`src/iofm_pkg.sv`:
```
package iofm_pkg;
    // Register byte offsets
    localparam logic [7:0] DI_CFG_LO_OFS = 8'h00;   // Inputs 1..4, 8 bits each
    localparam logic [7:0] DI_CFG_HI_OFS = 8'h04;   // Inputs 5..8
    localparam logic [7:0] TRIP_TIME_OFS = 8'h08;   // Tenths of a second
    localparam logic [7:0] RLY_CFG_LO_OFS = 8'h0c;  // Relays 1..4
    localparam logic [7:0] RLY_CFG_HI_OFS = 8'h10;  // Relays 5..6
    localparam logic [7:0] RLY_BUS_OFS = 8'h14;     // Relay drive from serial link
    localparam logic [7:0] STATUS_OFS = 8'h18;      // Starter status inputs view
    localparam logic [7:0] FUNC_OFS = 8'h1c;        // Function outputs view
    localparam logic [7:0] PIN_OFS = 8'h20;         // Inputs and relays view

    // Input function codes
    typedef enum logic [4:0] {
        IOFM_DI_OFF = 5'h00, IOFM_DI_STOP = 5'h01, IOFM_DI_FLT_HI = 5'h02,
        IOFM_DI_FLT_LO = 5'h03, IOFM_DI_FLT_RST = 5'h04,
        IOFM_DI_DISC = 5'h05, IOFM_DI_INLINE = 5'h06, IOFM_DI_BYPASS = 5'h07,
        IOFM_DI_OL_CLR = 5'h08, IOFM_DI_LOCREM = 5'h09,
        IOFM_DI_HEAT_DIS = 5'h0a, IOFM_DI_HEAT_EN = 5'h0b,
        IOFM_DI_RAMP = 5'h0c, IOFM_DI_SLOW_FWD = 5'h0d,
        IOFM_DI_SLOW_REV = 5'h0e, IOFM_DI_BRK_DIS = 5'h0f,
        IOFM_DI_BRK_EN = 5'h10, IOFM_DI_SPD_NO = 5'h11,
        IOFM_DI_SPD_NC = 5'h12
    } iofm_di_fn_t;

    // Relay function codes
    typedef enum logic [4:0] {
        IOFM_RL_OFF = 5'h00, IOFM_RL_FLT_FS = 5'h01, IOFM_RL_FLT_NFS = 5'h02,
        IOFM_RL_RUN = 5'h03, IOFM_RL_UTS = 5'h04, IOFM_RL_ALARM = 5'h05,
        IOFM_RL_READY = 5'h06, IOFM_RL_LOCK = 5'h07, IOFM_RL_OC = 5'h08,
        IOFM_RL_UC = 5'h09, IOFM_RL_OL_ALM = 5'h0a, IOFM_RL_SH_FS = 5'h0b,
        IOFM_RL_SH_NFS = 5'h0c, IOFM_RL_GF = 5'h0d, IOFM_RL_ESAVE = 5'h0e,
        IOFM_RL_HEAT = 5'h0f, IOFM_RL_SLOW = 5'h10, IOFM_RL_SLOW_FWD = 5'h11,
        IOFM_RL_SLOW_REV = 5'h12, IOFM_RL_BRAKE = 5'h13
    } iofm_rl_fn_t;

    // Status vector bit positions
    localparam int ST_RUN = 0;
    localparam int ST_UTS = 1;
    localparam int ST_ALARM = 2;
    localparam int ST_READY = 3;
    localparam int ST_LOCK = 4;
    localparam int ST_OC = 5;
    localparam int ST_UC = 6;
    localparam int ST_OL_ALM = 7;
    localparam int ST_SHUNT = 8;
    localparam int ST_GF = 9;
    localparam int ST_ESAVE = 10;
    localparam int ST_HEAT = 11;
    localparam int ST_SLOW_FWD = 12;
    localparam int ST_SLOW_REV = 13;
    localparam int ST_BRAKE = 14;
    localparam int ST_OL_TRIP = 15;
    localparam int ST_W = 16;

    // Reset values
    localparam logic [31:0] DI_CFG_LO_RST = 32'h0000_0001;   // Input 1 stop
    localparam logic [31:0] DI_CFG_HI_RST = 32'h0000_0000;
    localparam logic [31:0] RLY_CFG_LO_RST = 32'h0000_0001;  // Relay 1 fault_failsafe_relay
    localparam logic [31:0] RLY_CFG_HI_RST = 32'h0000_0000;
    localparam logic [9:0] TRIP_MIN = 10'h001;    // 0.1 s
    localparam logic [9:0] TRIP_MAX = 10'h384;    // 90.0 s
    localparam logic [9:0] TRIP_RST = 10'h001;    // 0.1 s

    // Timing
    localparam int CLK_HZ = 25_000_000;
    localparam int TENTH_S_MS = 100;
    localparam int TENTH_CYC = CLK_HZ / 1000 * TENTH_S_MS;
endpackage
```
`src/iofm_mapper.sv`:
```
// Implementation choices: the AXI4-Lite interface to the registers and the register addresses.
`timescale 1ns/10ps
module iofm_mapper #(
    parameter int N_DI = 8,
    parameter int N_RLY = 6,
    parameter int TENTH_CYCLES = iofm_pkg::TENTH_CYC
) (
    // Clock and reset
    input wire logic aclk,
    input wire logic aresetn,
    // AXI4-Lite write
    input wire logic [7:0] s_axi_awaddr,
    input wire logic s_axi_awvalid,
    output logic s_axi_awready,
    input wire logic [31:0] s_axi_wdata,
    input wire logic [3:0] s_axi_wstrb,
    input wire logic s_axi_wvalid,
    output logic s_axi_wready,
    output logic [1:0] s_axi_bresp,
    output logic s_axi_bvalid,
    input wire logic s_axi_bready,
    // AXI4-Lite read
    input wire logic [7:0] s_axi_araddr,
    input wire logic s_axi_arvalid,
    output logic s_axi_arready,
    output logic [31:0] s_axi_rdata,
    output logic [1:0] s_axi_rresp,
    output logic s_axi_rvalid,
    input wire logic s_axi_rready,
    // Field inputs, high means 120 V applied
    input wire logic [N_DI-1:0] discrete_input,
    // Starter status
    input wire logic [iofm_pkg::ST_W-1:0] starter_status,
    input wire logic fault_present,
    // Function outputs
    output logic stop_cmd,
    output logic fault_trip,
    output logic disconnect_open,
    output logic inline_feedback,
    output logic bypass_feedback,
    output logic overload_clear,
    output logic remote_select,
    output logic heat_disable,
    output logic heat_enable,
    output logic ramp2_select,
    output logic slow_fwd_cmd,
    output logic slow_rev_cmd,
    output logic brake_disable,
    output logic brake_enable,
    output logic speed_switch,
    // Relay drives
    output logic [N_RLY-1:0] relay_out
);
    logic [31:0] di_cfg_lo_reg, di_cfg_hi_reg, rly_cfg_lo_reg, rly_cfg_hi_reg;
    logic [9:0] trip_time_reg;
    logic [N_RLY-1:0] rly_bus_reg;
    logic [N_DI-1:0] sync1_reg, sync2_reg;
    logic [N_DI-1:0] flt_hit;
    logic fault_latch_reg;
    logic fault_reset_any;
    logic [14:0] fn_next;
    logic [N_RLY-1:0] relay_next;
    logic [7:0] aw_addr_reg;
    logic aw_held_reg, w_held_reg;
    logic [31:0] w_data_reg;
    logic [3:0] w_strb_reg;
    logic wr_fire;
    logic [4:0] di_sel [N_DI];
    logic [4:0] rl_sel [N_RLY];

    // Two-stage input synchroniser
    always_ff @(posedge aclk) begin
        if (!aresetn) begin
            sync1_reg <= '0;
            sync2_reg <= '0;
        end else begin
            sync1_reg <= discrete_input;
            sync2_reg <= sync1_reg;
        end
    end

    // Configuration field extraction
    always_comb begin
        for (int i = 0; i < N_DI; i++) begin
            di_sel[i] = (i < 4) ? di_cfg_lo_reg[i*8 +: 5]
                                : di_cfg_hi_reg[(i-4)*8 +: 5];
        end
        for (int j = 0; j < N_RLY; j++) begin
            rl_sel[j] = (j < 4) ? rly_cfg_lo_reg[j*8 +: 5]
                                : rly_cfg_hi_reg[(j-4)*8 +: 5];
        end
    end

    // Per-input fault qualification timers
    genvar g;
    generate
        for (g = 0; g < N_DI; g++) begin : g_flt
            logic [$clog2(TENTH_CYCLES+1)-1:0] tick_reg;
            logic [9:0] tenth_reg;
            logic at_level;
            logic is_hi, is_lo;
            assign is_hi = di_sel[g] == 5'(iofm_pkg::IOFM_DI_FLT_HI);
            assign is_lo = di_sel[g] == 5'(iofm_pkg::IOFM_DI_FLT_LO);
            assign at_level = (is_hi && sync2_reg[g])
                || (is_lo && !sync2_reg[g]);
            assign flt_hit[g] = at_level && tenth_reg >= trip_time_reg;
            always_ff @(posedge aclk) begin
                if (!aresetn || !at_level) begin
                    tick_reg <= '0;
                    tenth_reg <= '0;
                end else if (tenth_reg < trip_time_reg) begin
                    if (tick_reg == ($bits(tick_reg))'(TENTH_CYCLES - 1)) begin
                        tick_reg <= '0;
                        tenth_reg <= tenth_reg + 10'h001;
                    end else begin
                        tick_reg <= tick_reg + 1'b1;
                    end
                end
            end
        end
    endgenerate

    // Fault latch, set wins over reset
    always_comb begin
        fault_reset_any = 1'b0;
        for (int i = 0; i < N_DI; i++) begin
            if (di_sel[i] == 5'(iofm_pkg::IOFM_DI_FLT_RST) && sync2_reg[i]) begin
                fault_reset_any = 1'b1;
            end
        end
    end

    always_ff @(posedge aclk) begin
        if (!aresetn) begin
            fault_latch_reg <= 1'b0;
        end else if (|flt_hit) begin
            fault_latch_reg <= 1'b1;
        end else if (fault_reset_any) begin
            fault_latch_reg <= 1'b0;
        end
    end

    // Immediate input functions
    always_comb begin
        fn_next = '0;
        for (int i = 0; i < N_DI; i++) begin
            case (di_sel[i])
                5'(iofm_pkg::IOFM_DI_STOP): fn_next[0] |= sync2_reg[i];
                5'(iofm_pkg::IOFM_DI_DISC): fn_next[1] |= sync2_reg[i];
                5'(iofm_pkg::IOFM_DI_INLINE): fn_next[2] |= sync2_reg[i];
                5'(iofm_pkg::IOFM_DI_BYPASS): fn_next[3] |= sync2_reg[i];
                5'(iofm_pkg::IOFM_DI_OL_CLR): begin
                    fn_next[4] |= sync2_reg[i]
                        & starter_status[iofm_pkg::ST_OL_TRIP];
                end
                5'(iofm_pkg::IOFM_DI_LOCREM): fn_next[5] |= sync2_reg[i];
                5'(iofm_pkg::IOFM_DI_HEAT_DIS): fn_next[6] |= sync2_reg[i];
                5'(iofm_pkg::IOFM_DI_HEAT_EN): fn_next[7] |= sync2_reg[i];
                5'(iofm_pkg::IOFM_DI_RAMP): fn_next[8] |= sync2_reg[i];
                5'(iofm_pkg::IOFM_DI_SLOW_FWD): fn_next[9] |= sync2_reg[i];
                5'(iofm_pkg::IOFM_DI_SLOW_REV): fn_next[10] |= sync2_reg[i];
                5'(iofm_pkg::IOFM_DI_BRK_DIS): fn_next[11] |= sync2_reg[i];
                5'(iofm_pkg::IOFM_DI_BRK_EN): fn_next[12] |= sync2_reg[i];
                5'(iofm_pkg::IOFM_DI_SPD_NO): fn_next[13] |= sync2_reg[i];
                5'(iofm_pkg::IOFM_DI_SPD_NC): fn_next[13] |= !sync2_reg[i];
                default: ;
            endcase
        end
        fn_next[14] = fault_latch_reg;
    end

    // Registered function outputs
    always_ff @(posedge aclk) begin
        if (!aresetn) begin
            {fault_trip, brake_enable, brake_disable, slow_rev_cmd,
             slow_fwd_cmd, ramp2_select, heat_enable, heat_disable,
             remote_select, overload_clear, bypass_feedback,
             inline_feedback, disconnect_open, stop_cmd} <= '0;
            speed_switch <= 1'b0;
        end else begin
            stop_cmd <= fn_next[0];
            disconnect_open <= fn_next[1];
            inline_feedback <= fn_next[2];
            bypass_feedback <= fn_next[3];
            overload_clear <= fn_next[4];
            remote_select <= fn_next[5];
            heat_disable <= fn_next[6];
            heat_enable <= fn_next[7];
            ramp2_select <= fn_next[8];
            slow_fwd_cmd <= fn_next[9];
            slow_rev_cmd <= fn_next[10];
            brake_disable <= fn_next[11];
            brake_enable <= fn_next[12];
            speed_switch <= fn_next[13];
            fault_trip <= fn_next[14];
        end
    end

    // Relay selection
    always_comb begin
        for (int j = 0; j < N_RLY; j++) begin
            case (rl_sel[j])
                5'(iofm_pkg::IOFM_RL_OFF): relay_next[j] = rly_bus_reg[j];
                5'(iofm_pkg::IOFM_RL_FLT_FS): relay_next[j] = !fault_present;
                5'(iofm_pkg::IOFM_RL_FLT_NFS): relay_next[j] = fault_present;
                5'(iofm_pkg::IOFM_RL_RUN):
                    relay_next[j] = starter_status[iofm_pkg::ST_RUN];
                5'(iofm_pkg::IOFM_RL_UTS):
                    relay_next[j] = starter_status[iofm_pkg::ST_UTS];
                5'(iofm_pkg::IOFM_RL_ALARM):
                    relay_next[j] = starter_status[iofm_pkg::ST_ALARM];
                5'(iofm_pkg::IOFM_RL_READY):
                    relay_next[j] = starter_status[iofm_pkg::ST_READY];
                5'(iofm_pkg::IOFM_RL_LOCK):
                    relay_next[j] = starter_status[iofm_pkg::ST_LOCK];
                5'(iofm_pkg::IOFM_RL_OC):
                    relay_next[j] = starter_status[iofm_pkg::ST_OC];
                5'(iofm_pkg::IOFM_RL_UC):
                    relay_next[j] = starter_status[iofm_pkg::ST_UC];
                5'(iofm_pkg::IOFM_RL_OL_ALM):
                    relay_next[j] = starter_status[iofm_pkg::ST_OL_ALM];
                5'(iofm_pkg::IOFM_RL_SH_FS):
                    relay_next[j] = !starter_status[iofm_pkg::ST_SHUNT];
                5'(iofm_pkg::IOFM_RL_SH_NFS):
                    relay_next[j] = starter_status[iofm_pkg::ST_SHUNT];
                5'(iofm_pkg::IOFM_RL_GF):
                    relay_next[j] = starter_status[iofm_pkg::ST_GF];
                5'(iofm_pkg::IOFM_RL_ESAVE):
                    relay_next[j] = starter_status[iofm_pkg::ST_ESAVE];
                5'(iofm_pkg::IOFM_RL_HEAT):
                    relay_next[j] = starter_status[iofm_pkg::ST_HEAT];
                5'(iofm_pkg::IOFM_RL_SLOW):
                    relay_next[j] = starter_status[iofm_pkg::ST_SLOW_FWD]
                        | starter_status[iofm_pkg::ST_SLOW_REV];
                5'(iofm_pkg::IOFM_RL_SLOW_FWD):
                    relay_next[j] = starter_status[iofm_pkg::ST_SLOW_FWD];
                5'(iofm_pkg::IOFM_RL_SLOW_REV):
                    relay_next[j] = starter_status[iofm_pkg::ST_SLOW_REV];
                5'(iofm_pkg::IOFM_RL_BRAKE):
                    relay_next[j] = starter_status[iofm_pkg::ST_BRAKE];
                default: relay_next[j] = 1'b0;
            endcase
        end
    end

    // Relay drive flops
    always_ff @(posedge aclk) begin
        if (!aresetn) begin
            relay_out <= '0;
        end else begin
            relay_out <= relay_next;
        end
    end

    // AXI write channel capture
    assign wr_fire = aw_held_reg && w_held_reg && !s_axi_bvalid;

    always_ff @(posedge aclk) begin
        if (!aresetn) begin
            aw_held_reg <= 1'b0;
            w_held_reg <= 1'b0;
            aw_addr_reg <= '0;
            w_data_reg <= '0;
            w_strb_reg <= '0;
            s_axi_bvalid <= 1'b0;
            s_axi_awready <= 1'b0;
            s_axi_wready <= 1'b0;
        end else begin
            if (s_axi_awvalid && s_axi_awready) begin
                aw_held_reg <= 1'b1;
                aw_addr_reg <= s_axi_awaddr;
            end else if (wr_fire) begin
                aw_held_reg <= 1'b0;
            end
            if (s_axi_wvalid && s_axi_wready) begin
                w_held_reg <= 1'b1;
                w_data_reg <= s_axi_wdata;
                w_strb_reg <= s_axi_wstrb;
            end else if (wr_fire) begin
                w_held_reg <= 1'b0;
            end
            if (wr_fire) begin
                s_axi_bvalid <= 1'b1;
            end else if (s_axi_bready) begin
                s_axi_bvalid <= 1'b0;
            end
            // Ready flops follow the next held and response state
            s_axi_awready <= !wr_fire && !aw_held_reg
                && !(s_axi_awvalid && s_axi_awready)
                && !(s_axi_bvalid && !s_axi_bready);
            s_axi_wready <= !wr_fire && !w_held_reg
                && !(s_axi_wvalid && s_axi_wready)
                && !(s_axi_bvalid && !s_axi_bready);
        end
    end

    // Register writes, byte strobes on the four configuration registers only
    always_ff @(posedge aclk) begin
        if (!aresetn) begin
            di_cfg_lo_reg <= iofm_pkg::DI_CFG_LO_RST;
            di_cfg_hi_reg <= iofm_pkg::DI_CFG_HI_RST;
            rly_cfg_lo_reg <= iofm_pkg::RLY_CFG_LO_RST;
            rly_cfg_hi_reg <= iofm_pkg::RLY_CFG_HI_RST;
            trip_time_reg <= iofm_pkg::TRIP_RST;
            rly_bus_reg <= '0;
            s_axi_bresp <= 2'h0;
        end else if (wr_fire) begin
            s_axi_bresp <= 2'h0;
            for (int b = 0; b < 4; b++) begin
                if (w_strb_reg[b]) begin
                    case (aw_addr_reg)
                        iofm_pkg::DI_CFG_LO_OFS:
                            di_cfg_lo_reg[b*8 +: 8] <= w_data_reg[b*8 +: 8];
                        iofm_pkg::DI_CFG_HI_OFS:
                            di_cfg_hi_reg[b*8 +: 8] <= w_data_reg[b*8 +: 8];
                        iofm_pkg::RLY_CFG_LO_OFS:
                            rly_cfg_lo_reg[b*8 +: 8] <= w_data_reg[b*8 +: 8];
                        iofm_pkg::RLY_CFG_HI_OFS:
                            rly_cfg_hi_reg[b*8 +: 8] <= w_data_reg[b*8 +: 8];
                        default: ;
                    endcase
                end
            end
            case (aw_addr_reg)
                iofm_pkg::TRIP_TIME_OFS: begin
                    // Clamp into the settable range
                    if (w_data_reg[9:0] < iofm_pkg::TRIP_MIN) begin
                        trip_time_reg <= iofm_pkg::TRIP_MIN;
                    end else if (w_data_reg[9:0] > iofm_pkg::TRIP_MAX ||
                                 |w_data_reg[31:10]) begin
                        trip_time_reg <= iofm_pkg::TRIP_MAX;
                    end else begin
                        trip_time_reg <= w_data_reg[9:0];
                    end
                end
                iofm_pkg::RLY_BUS_OFS: rly_bus_reg <= w_data_reg[N_RLY-1:0];
                iofm_pkg::DI_CFG_LO_OFS, iofm_pkg::DI_CFG_HI_OFS,
                iofm_pkg::RLY_CFG_LO_OFS, iofm_pkg::RLY_CFG_HI_OFS: ;
                default: s_axi_bresp <= 2'h2;
            endcase
        end
    end

    // AXI read channel
    always_ff @(posedge aclk) begin
        if (!aresetn) begin
            s_axi_rvalid <= 1'b0;
            s_axi_rdata <= '0;
            s_axi_rresp <= 2'h0;
        end else if (s_axi_arvalid && s_axi_arready) begin
            s_axi_rvalid <= 1'b1;
            s_axi_rresp <= 2'h0;
            case (s_axi_araddr)
                iofm_pkg::DI_CFG_LO_OFS: s_axi_rdata <= di_cfg_lo_reg;
                iofm_pkg::DI_CFG_HI_OFS: s_axi_rdata <= di_cfg_hi_reg;
                iofm_pkg::TRIP_TIME_OFS: s_axi_rdata <= {22'h0, trip_time_reg};
                iofm_pkg::RLY_CFG_LO_OFS: s_axi_rdata <= rly_cfg_lo_reg;
                iofm_pkg::RLY_CFG_HI_OFS: s_axi_rdata <= rly_cfg_hi_reg;
                iofm_pkg::RLY_BUS_OFS: s_axi_rdata <= 32'(rly_bus_reg);
                iofm_pkg::STATUS_OFS: s_axi_rdata <= 32'(starter_status);
                iofm_pkg::FUNC_OFS: s_axi_rdata <= 32'(fn_next);
                iofm_pkg::PIN_OFS:
                    s_axi_rdata <= {16'h0, 2'(0), relay_out, sync2_reg};
                default: begin
                    s_axi_rdata <= '0;
                    s_axi_rresp <= 2'h2;
                end
            endcase
        end else if (s_axi_rready) begin
            s_axi_rvalid <= 1'b0;
        end
    end

    // Address ready low while a read answer is pending
    always_ff @(posedge aclk) begin
        if (!aresetn) begin
            s_axi_arready <= 1'b0;
        end else begin
            s_axi_arready <= !(s_axi_arvalid && s_axi_arready)
                && !(s_axi_rvalid && !s_axi_rready);
        end
    end

    // Checks
    fault_set_a: assert property (@(posedge aclk) disable iff (!aresetn)
        |flt_hit |=> fault_latch_reg)
        else $error("fault not latched");
    fault_clr_a: assert property (@(posedge aclk) disable iff (!aresetn)
        fault_reset_any && !(|flt_hit) |=> !fault_latch_reg)
        else $error("fault reset ignored");
    trip_range_a: assert property (@(posedge aclk) disable iff (!aresetn)
        trip_time_reg >= iofm_pkg::TRIP_MIN
        && trip_time_reg <= iofm_pkg::TRIP_MAX)
        else $error("trip time out of range");
    trip_out_a: assert property (@(posedge aclk) disable iff (!aresetn)
        fault_latch_reg |=> fault_trip)
        else $error("trip output lags");
    hit_level_a: assert property (@(posedge aclk) disable iff (!aresetn)
        flt_hit[0] |-> ((di_sel[0] == 5'(iofm_pkg::IOFM_DI_FLT_HI)
        && sync2_reg[0]) || (di_sel[0] == 5'(iofm_pkg::IOFM_DI_FLT_LO)
        && !sync2_reg[0])) && $past(g_flt[0].at_level))
        else $error("fault hit without level");
    relay_fs_a: assert property (@(posedge aclk) disable iff (!aresetn)
        rl_sel[0] == 5'(iofm_pkg::IOFM_RL_FLT_FS) && $stable(rl_sel[0])
        |=> relay_out[0] == !$past(fault_present))
        else $error("fail-safe relay wrong");
    relay_nfs_a: assert property (@(posedge aclk) disable iff (!aresetn)
        rl_sel[1] == 5'(iofm_pkg::IOFM_RL_FLT_NFS)
        |=> relay_out[1] == $past(fault_present))
        else $error("non-fail-safe relay wrong");
    stop_path_a: assert property (@(posedge aclk) disable iff (!aresetn)
        di_sel[0] == 5'(iofm_pkg::IOFM_DI_STOP) && discrete_input[0]
        ##1 di_sel[0] == 5'(iofm_pkg::IOFM_DI_STOP)
        && discrete_input[0] ##1 di_sel[0] == 5'(iofm_pkg::IOFM_DI_STOP)
        |=> stop_cmd)
        else $error("stop not seen");
    cov_trip_c: cover property (@(posedge aclk) disable iff (!aresetn)
        !fault_latch_reg ##1 fault_latch_reg);
    cov_reset_c: cover property (@(posedge aclk) disable iff (!aresetn)
        fault_latch_reg ##1 !fault_latch_reg);
    cov_bus_c: cover property (@(posedge aclk) disable iff (!aresetn)
        rl_sel[2] == 5'(iofm_pkg::IOFM_RL_OFF) && relay_out[2]);
endmodule

```
`config.mk`:
```
export PLATFORM = sky130hd
export DESIGN_NAME = iofm_mapper
export DESIGN_NICKNAME = d
export VERILOG_FILES = /design/src/iofm_pkg.sv /design/src/iofm_mapper.sv
export SDC_FILE = /design/constraint.sdc
export NUM_CORES = 1
export LEC_CHECK = 0
export BUFFER_PORTS_ARGS = -buffer_cell sky130_fd_sc_hd__clkbuf_2
export CORE_ASPECT_RATIO = 0.8
export CORE_UTILIZATION = 45
export CTS_CLUSTER_SIZE = 14
export DETAILED_ROUTE_END_ITERATION = 7
export PLACE_DENSITY_LB_ADDON = 0.08
export SLEW_MARGIN = 20
export SYNTH_ARGS = -nofsm -noshare
export SYNTH_HDL_FRONTEND = slang
export SYNTH_SLANG_ARGS = --single-unit
```
`constraint.sdc`:
```
create_clock -name aclk -period 5.1 [get_ports aclk]
set_clock_uncertainty 0.2 [all_clocks]
set_input_delay 0.765 -clock aclk [delete_from_list [all_inputs] [get_ports aclk]]
set_output_delay 0.765 -clock aclk [all_outputs]
set_load 0.05 [all_outputs]
```
==> flow_metrics.tcl <==
set metrics [dict create \
    synth_cells 3157 \
    synth-compound-area-share 0.1301 \
    grt_usage 0.2725 \
    finalCritPeriodShare 0.7374 \
    rsz0062_at_grt "false" \
    core-area_um2 58520 \
    numPortBuffers 143 \
    vias 24293 \
    vdd_drop_max_mv 0.2844 \
    clkSlewWorstSetupHoldPaths_ns 0.07 \
    synthAdderAreaFrac 0.04472 \
    final_cells 4018 \
    cts_sinks 523 \
    grt.overflow.total 0 \
    place_area_um2 28070 \
    wl_per_cell_um 20.77 \
    synth_seq_cells 523 \
    crit_path_max_fanout 21 \
    cts_hold_buf 0 \
    timing.fmax_mhz 265.9 \
    yosysSeqAreaShare 0.3898 \
    grt_max_degree 97 \
    post-route-util 0.5124 \
    final_cell_area_um2 29990 \
    yosys_warnings 0 \
    grt_pass1_wl_um 130400 \
    initial_utilization 0.4590 \
    cts_tree "yes" \
    rows 79 \
    slew_violations 0 \
    p_leak_nw 10.54 \
    drc 2 \
    grt_antenna_before_repair 1 \
    grt_pass1_vias 23002 \
    cts_resized 0 \
    endpoint "g_flt[7].tick_reg[16]" \
    setup_viol_count_final 0 \
    vias_per_cell 6.046 \
    n_antenna_cell 0 \
    die_h_um 220.5 \
    synthSimpleGateAreaFrac 0.2676 \
    end_kind "flip-flop" \
    worstPathRequired_ns 5.37 \
    die_area_um2 60680 \
    synthArstFlopShare 0 \
    cts_root_buf "clkbuf_16" \
    synth.distinct_cells 87 \
    pwr_density_cell_nw_per_um2 290.4 \
    cts_buffers 54 \
    worstReg2RegStart "trip_time_reg[5]" \
    worst_pin_slew_ns 0.9874 \
    r2r_cells 8 \
    largest_reg_flops 176 \
    reg2reg_slack_ns 1.34 \
    avgSynthCellArea_um2 8.508 \
    wl_um 83470 \
    hp-class "primary input to flip-flop" \
    hold_violations 0 \
    fin_total_pwr_mw 8.709 \
    drtIter0Drc 2574 \
    syn_area_um2 26860 \
    fin_tns_setup_ns 0 \
    place_inst 3920 \
    outcome "complete, but fails checks" \
    cts_max_level 2 \
    synth_flop_cell "dfxtp_1" \
    r2r_end "g_flt[7].tick_reg[16]" \
    fin_nets 3387 \
    period_minus_slack_ns 3.761 \
    fillCellCount 5543 \
    postRouteAntennaNets 0 \
    worstPathArrival_ns 4.03 \
    drt-pass1-iter-count 8 \
    start_kind "flip-flop" \
    gp_congestion 0.9461 \
    crit_start "trip_time_reg[5]" \
    violations "DRC" \
    clk_latency_ns 0.62 \
    die_width_um 275.1 \
    ios 146 \
    hold_depth 3 \
    synth_top_family_by_area "simple AND/OR/NAND/NOR gates" \
    postCtsSetupBuffers 0 \
    synth_xor_area_frac 0.05543 \
    layout-drive-gt1-share 0.09942 \
    synthMuxAreaShare 0.07807 \
    slew_headroom 0.3357 \
    dp_hpwl_um 60860 \
    maxCapViolCount 0 \
    syn_to_final_growth_pct 11.64 \
    critical_path_class "flip-flop to flip-flop" \
    max-clock-path-buffers 3 \
    synth_edf_count 0 \
]
==> cells in the final DEF (no fill, tap or decap), types with 30 or more instances in the layout <==
master     netlist  final
dfxtp_1        523    523
clkbuf_16        0     54
nor4_1          43     42
nor2_1         427    423
inv_1           62     62
o21ai_0         68     68
and3_1          41     41
or3_1           37     37
a21oi_1        184    183
clkbuf_2         1    143
nor3_1          82     82
xor2_1          82     82
xnor2_1         88     88
o22ai_1         34     34
nand4_1        112    112
ha_1            96     96
mux2i_1        160    160
nand2_1        269    269
and2_1          38     38
a22oi_1         52     52
nand3_1        126    126
or4_1           39     39
nand2b_1        30     30
==> cells in the mapped netlist (18+ instances only) <==
cell type	count	area (um2)
mux2i_1	160	1602
inv_1	62	232.7
a21oi_1	184	920.9
a211oi_1	22	165.2
nor4_1	43	269.0
nand3b_1	26	195.2
o211ai_1	18	135.1
o31ai_1	27	202.7
o21ai_0	68	340.3
nand4_1	112	700.7
nand3_1	126	630.6
nor2_1	427	1603
a21o_1	19	142.6
and2_1	38	237.7
o22ai_1	34	212.7
nand2b_1	30	187.7
xor2_1	82	718.2
mux4_2	20	450.4
and3_1	41	256.5
nor2b_1	25	156.4
ha_1	96	1201
xnor2_1	88	770.7
clkbuf_1	144	540.5
a222oi_1	25	250.2
nor3_1	82	410.4
a22oi_1	52	390.4
or3_1	37	231.5
or4_1	39	292.8
nand2_1	269	1010
dfxtp_1	523	10470
nor4b_1	24	210.2
==> through the flow <==
step	setup slack, ns	hold slack, ns
floorplan	2.187	0.2119
global placement	1.560	0.2207
detailed placement	1.353	0.2199
CTS	1.323	0.1337
global route	1.001	0.1582
finish	1.339	0.1627
==> cell families after synthesis <==
| group | count (synthesis) |
|---|---|
| DFF | 523 |
| buffers and inverters | 237 |
| muxes | 184 |
| other | 1 |
| adders and majority gates | 96 |
| xor gates and xnor gates | 170 |
| and+or+nand+nor | 1412 |
| AOI/OAI and AO/OA | 534 |
==> where the power goes <==
group	switching, mW	internal (mW)	leakage, nW	total, mW
Clock	1.73	2.55	0.938	4.27
Combinational	0.187	0.0847	5.38	0.272
Sequential	0.0516	4.11	4.22	4.17
Total	1.96	6.74	10.5	8.71
==> critical path, stage by stage, from the launching register on <==
cell and delay [ns]:
dfxtp_1 0.33, inv_1 0.40, ha_1 0.34, a211oi_1 0.22, o21ai_0 0.15, nand2_1 0.47, nand3_1 0.60, nand2_1 0.76
nor2_1 0.12
==> how the worst min path moves through the flow <==
stage	endpoint	slack (ns)	from
2_1_floorplan	sync2_reg[0]	0.21	sync1_reg[0]
3_3_place_gp	sync2_reg[4]	0.22	sync1_reg[4]
3_5_place_dp	sync2_reg[4]	0.22	sync1_reg[4]
4_1_cts	w_data_reg[9]	0.13	s_axi_wdata[9]
5_1_grt	w_data_reg[9]	0.16	s_axi_wdata[9]
6_report	w_data_reg[9]	0.16	s_axi_wdata[9]
==> routing by layer <==
metal / global-route usage / up-vias / wire (um)
met3: 0.05100 / 133 / 6502
met5: 0 / - / 0
met4: 0.06814 / 0 / 1707
met2: 0.4084 / 811 / 35390
li1: - / 11553 / -
met1: 0.3995 / 11796 / 39870
==> cell type report <==
cell class	instances	area, um2	area share
repair buffers	167	895.9	0.02988
inverters	63	241.5	0.008053
flip-flops and latches	523	10470	0.3492
multi-input cells	2398	15510	0.5172
well taps	769	962.2	0.03209
clock buffers	77	1568	0.05228
clock inverters	21	340.3	0.01135
(Power assumes the default switching activity.)
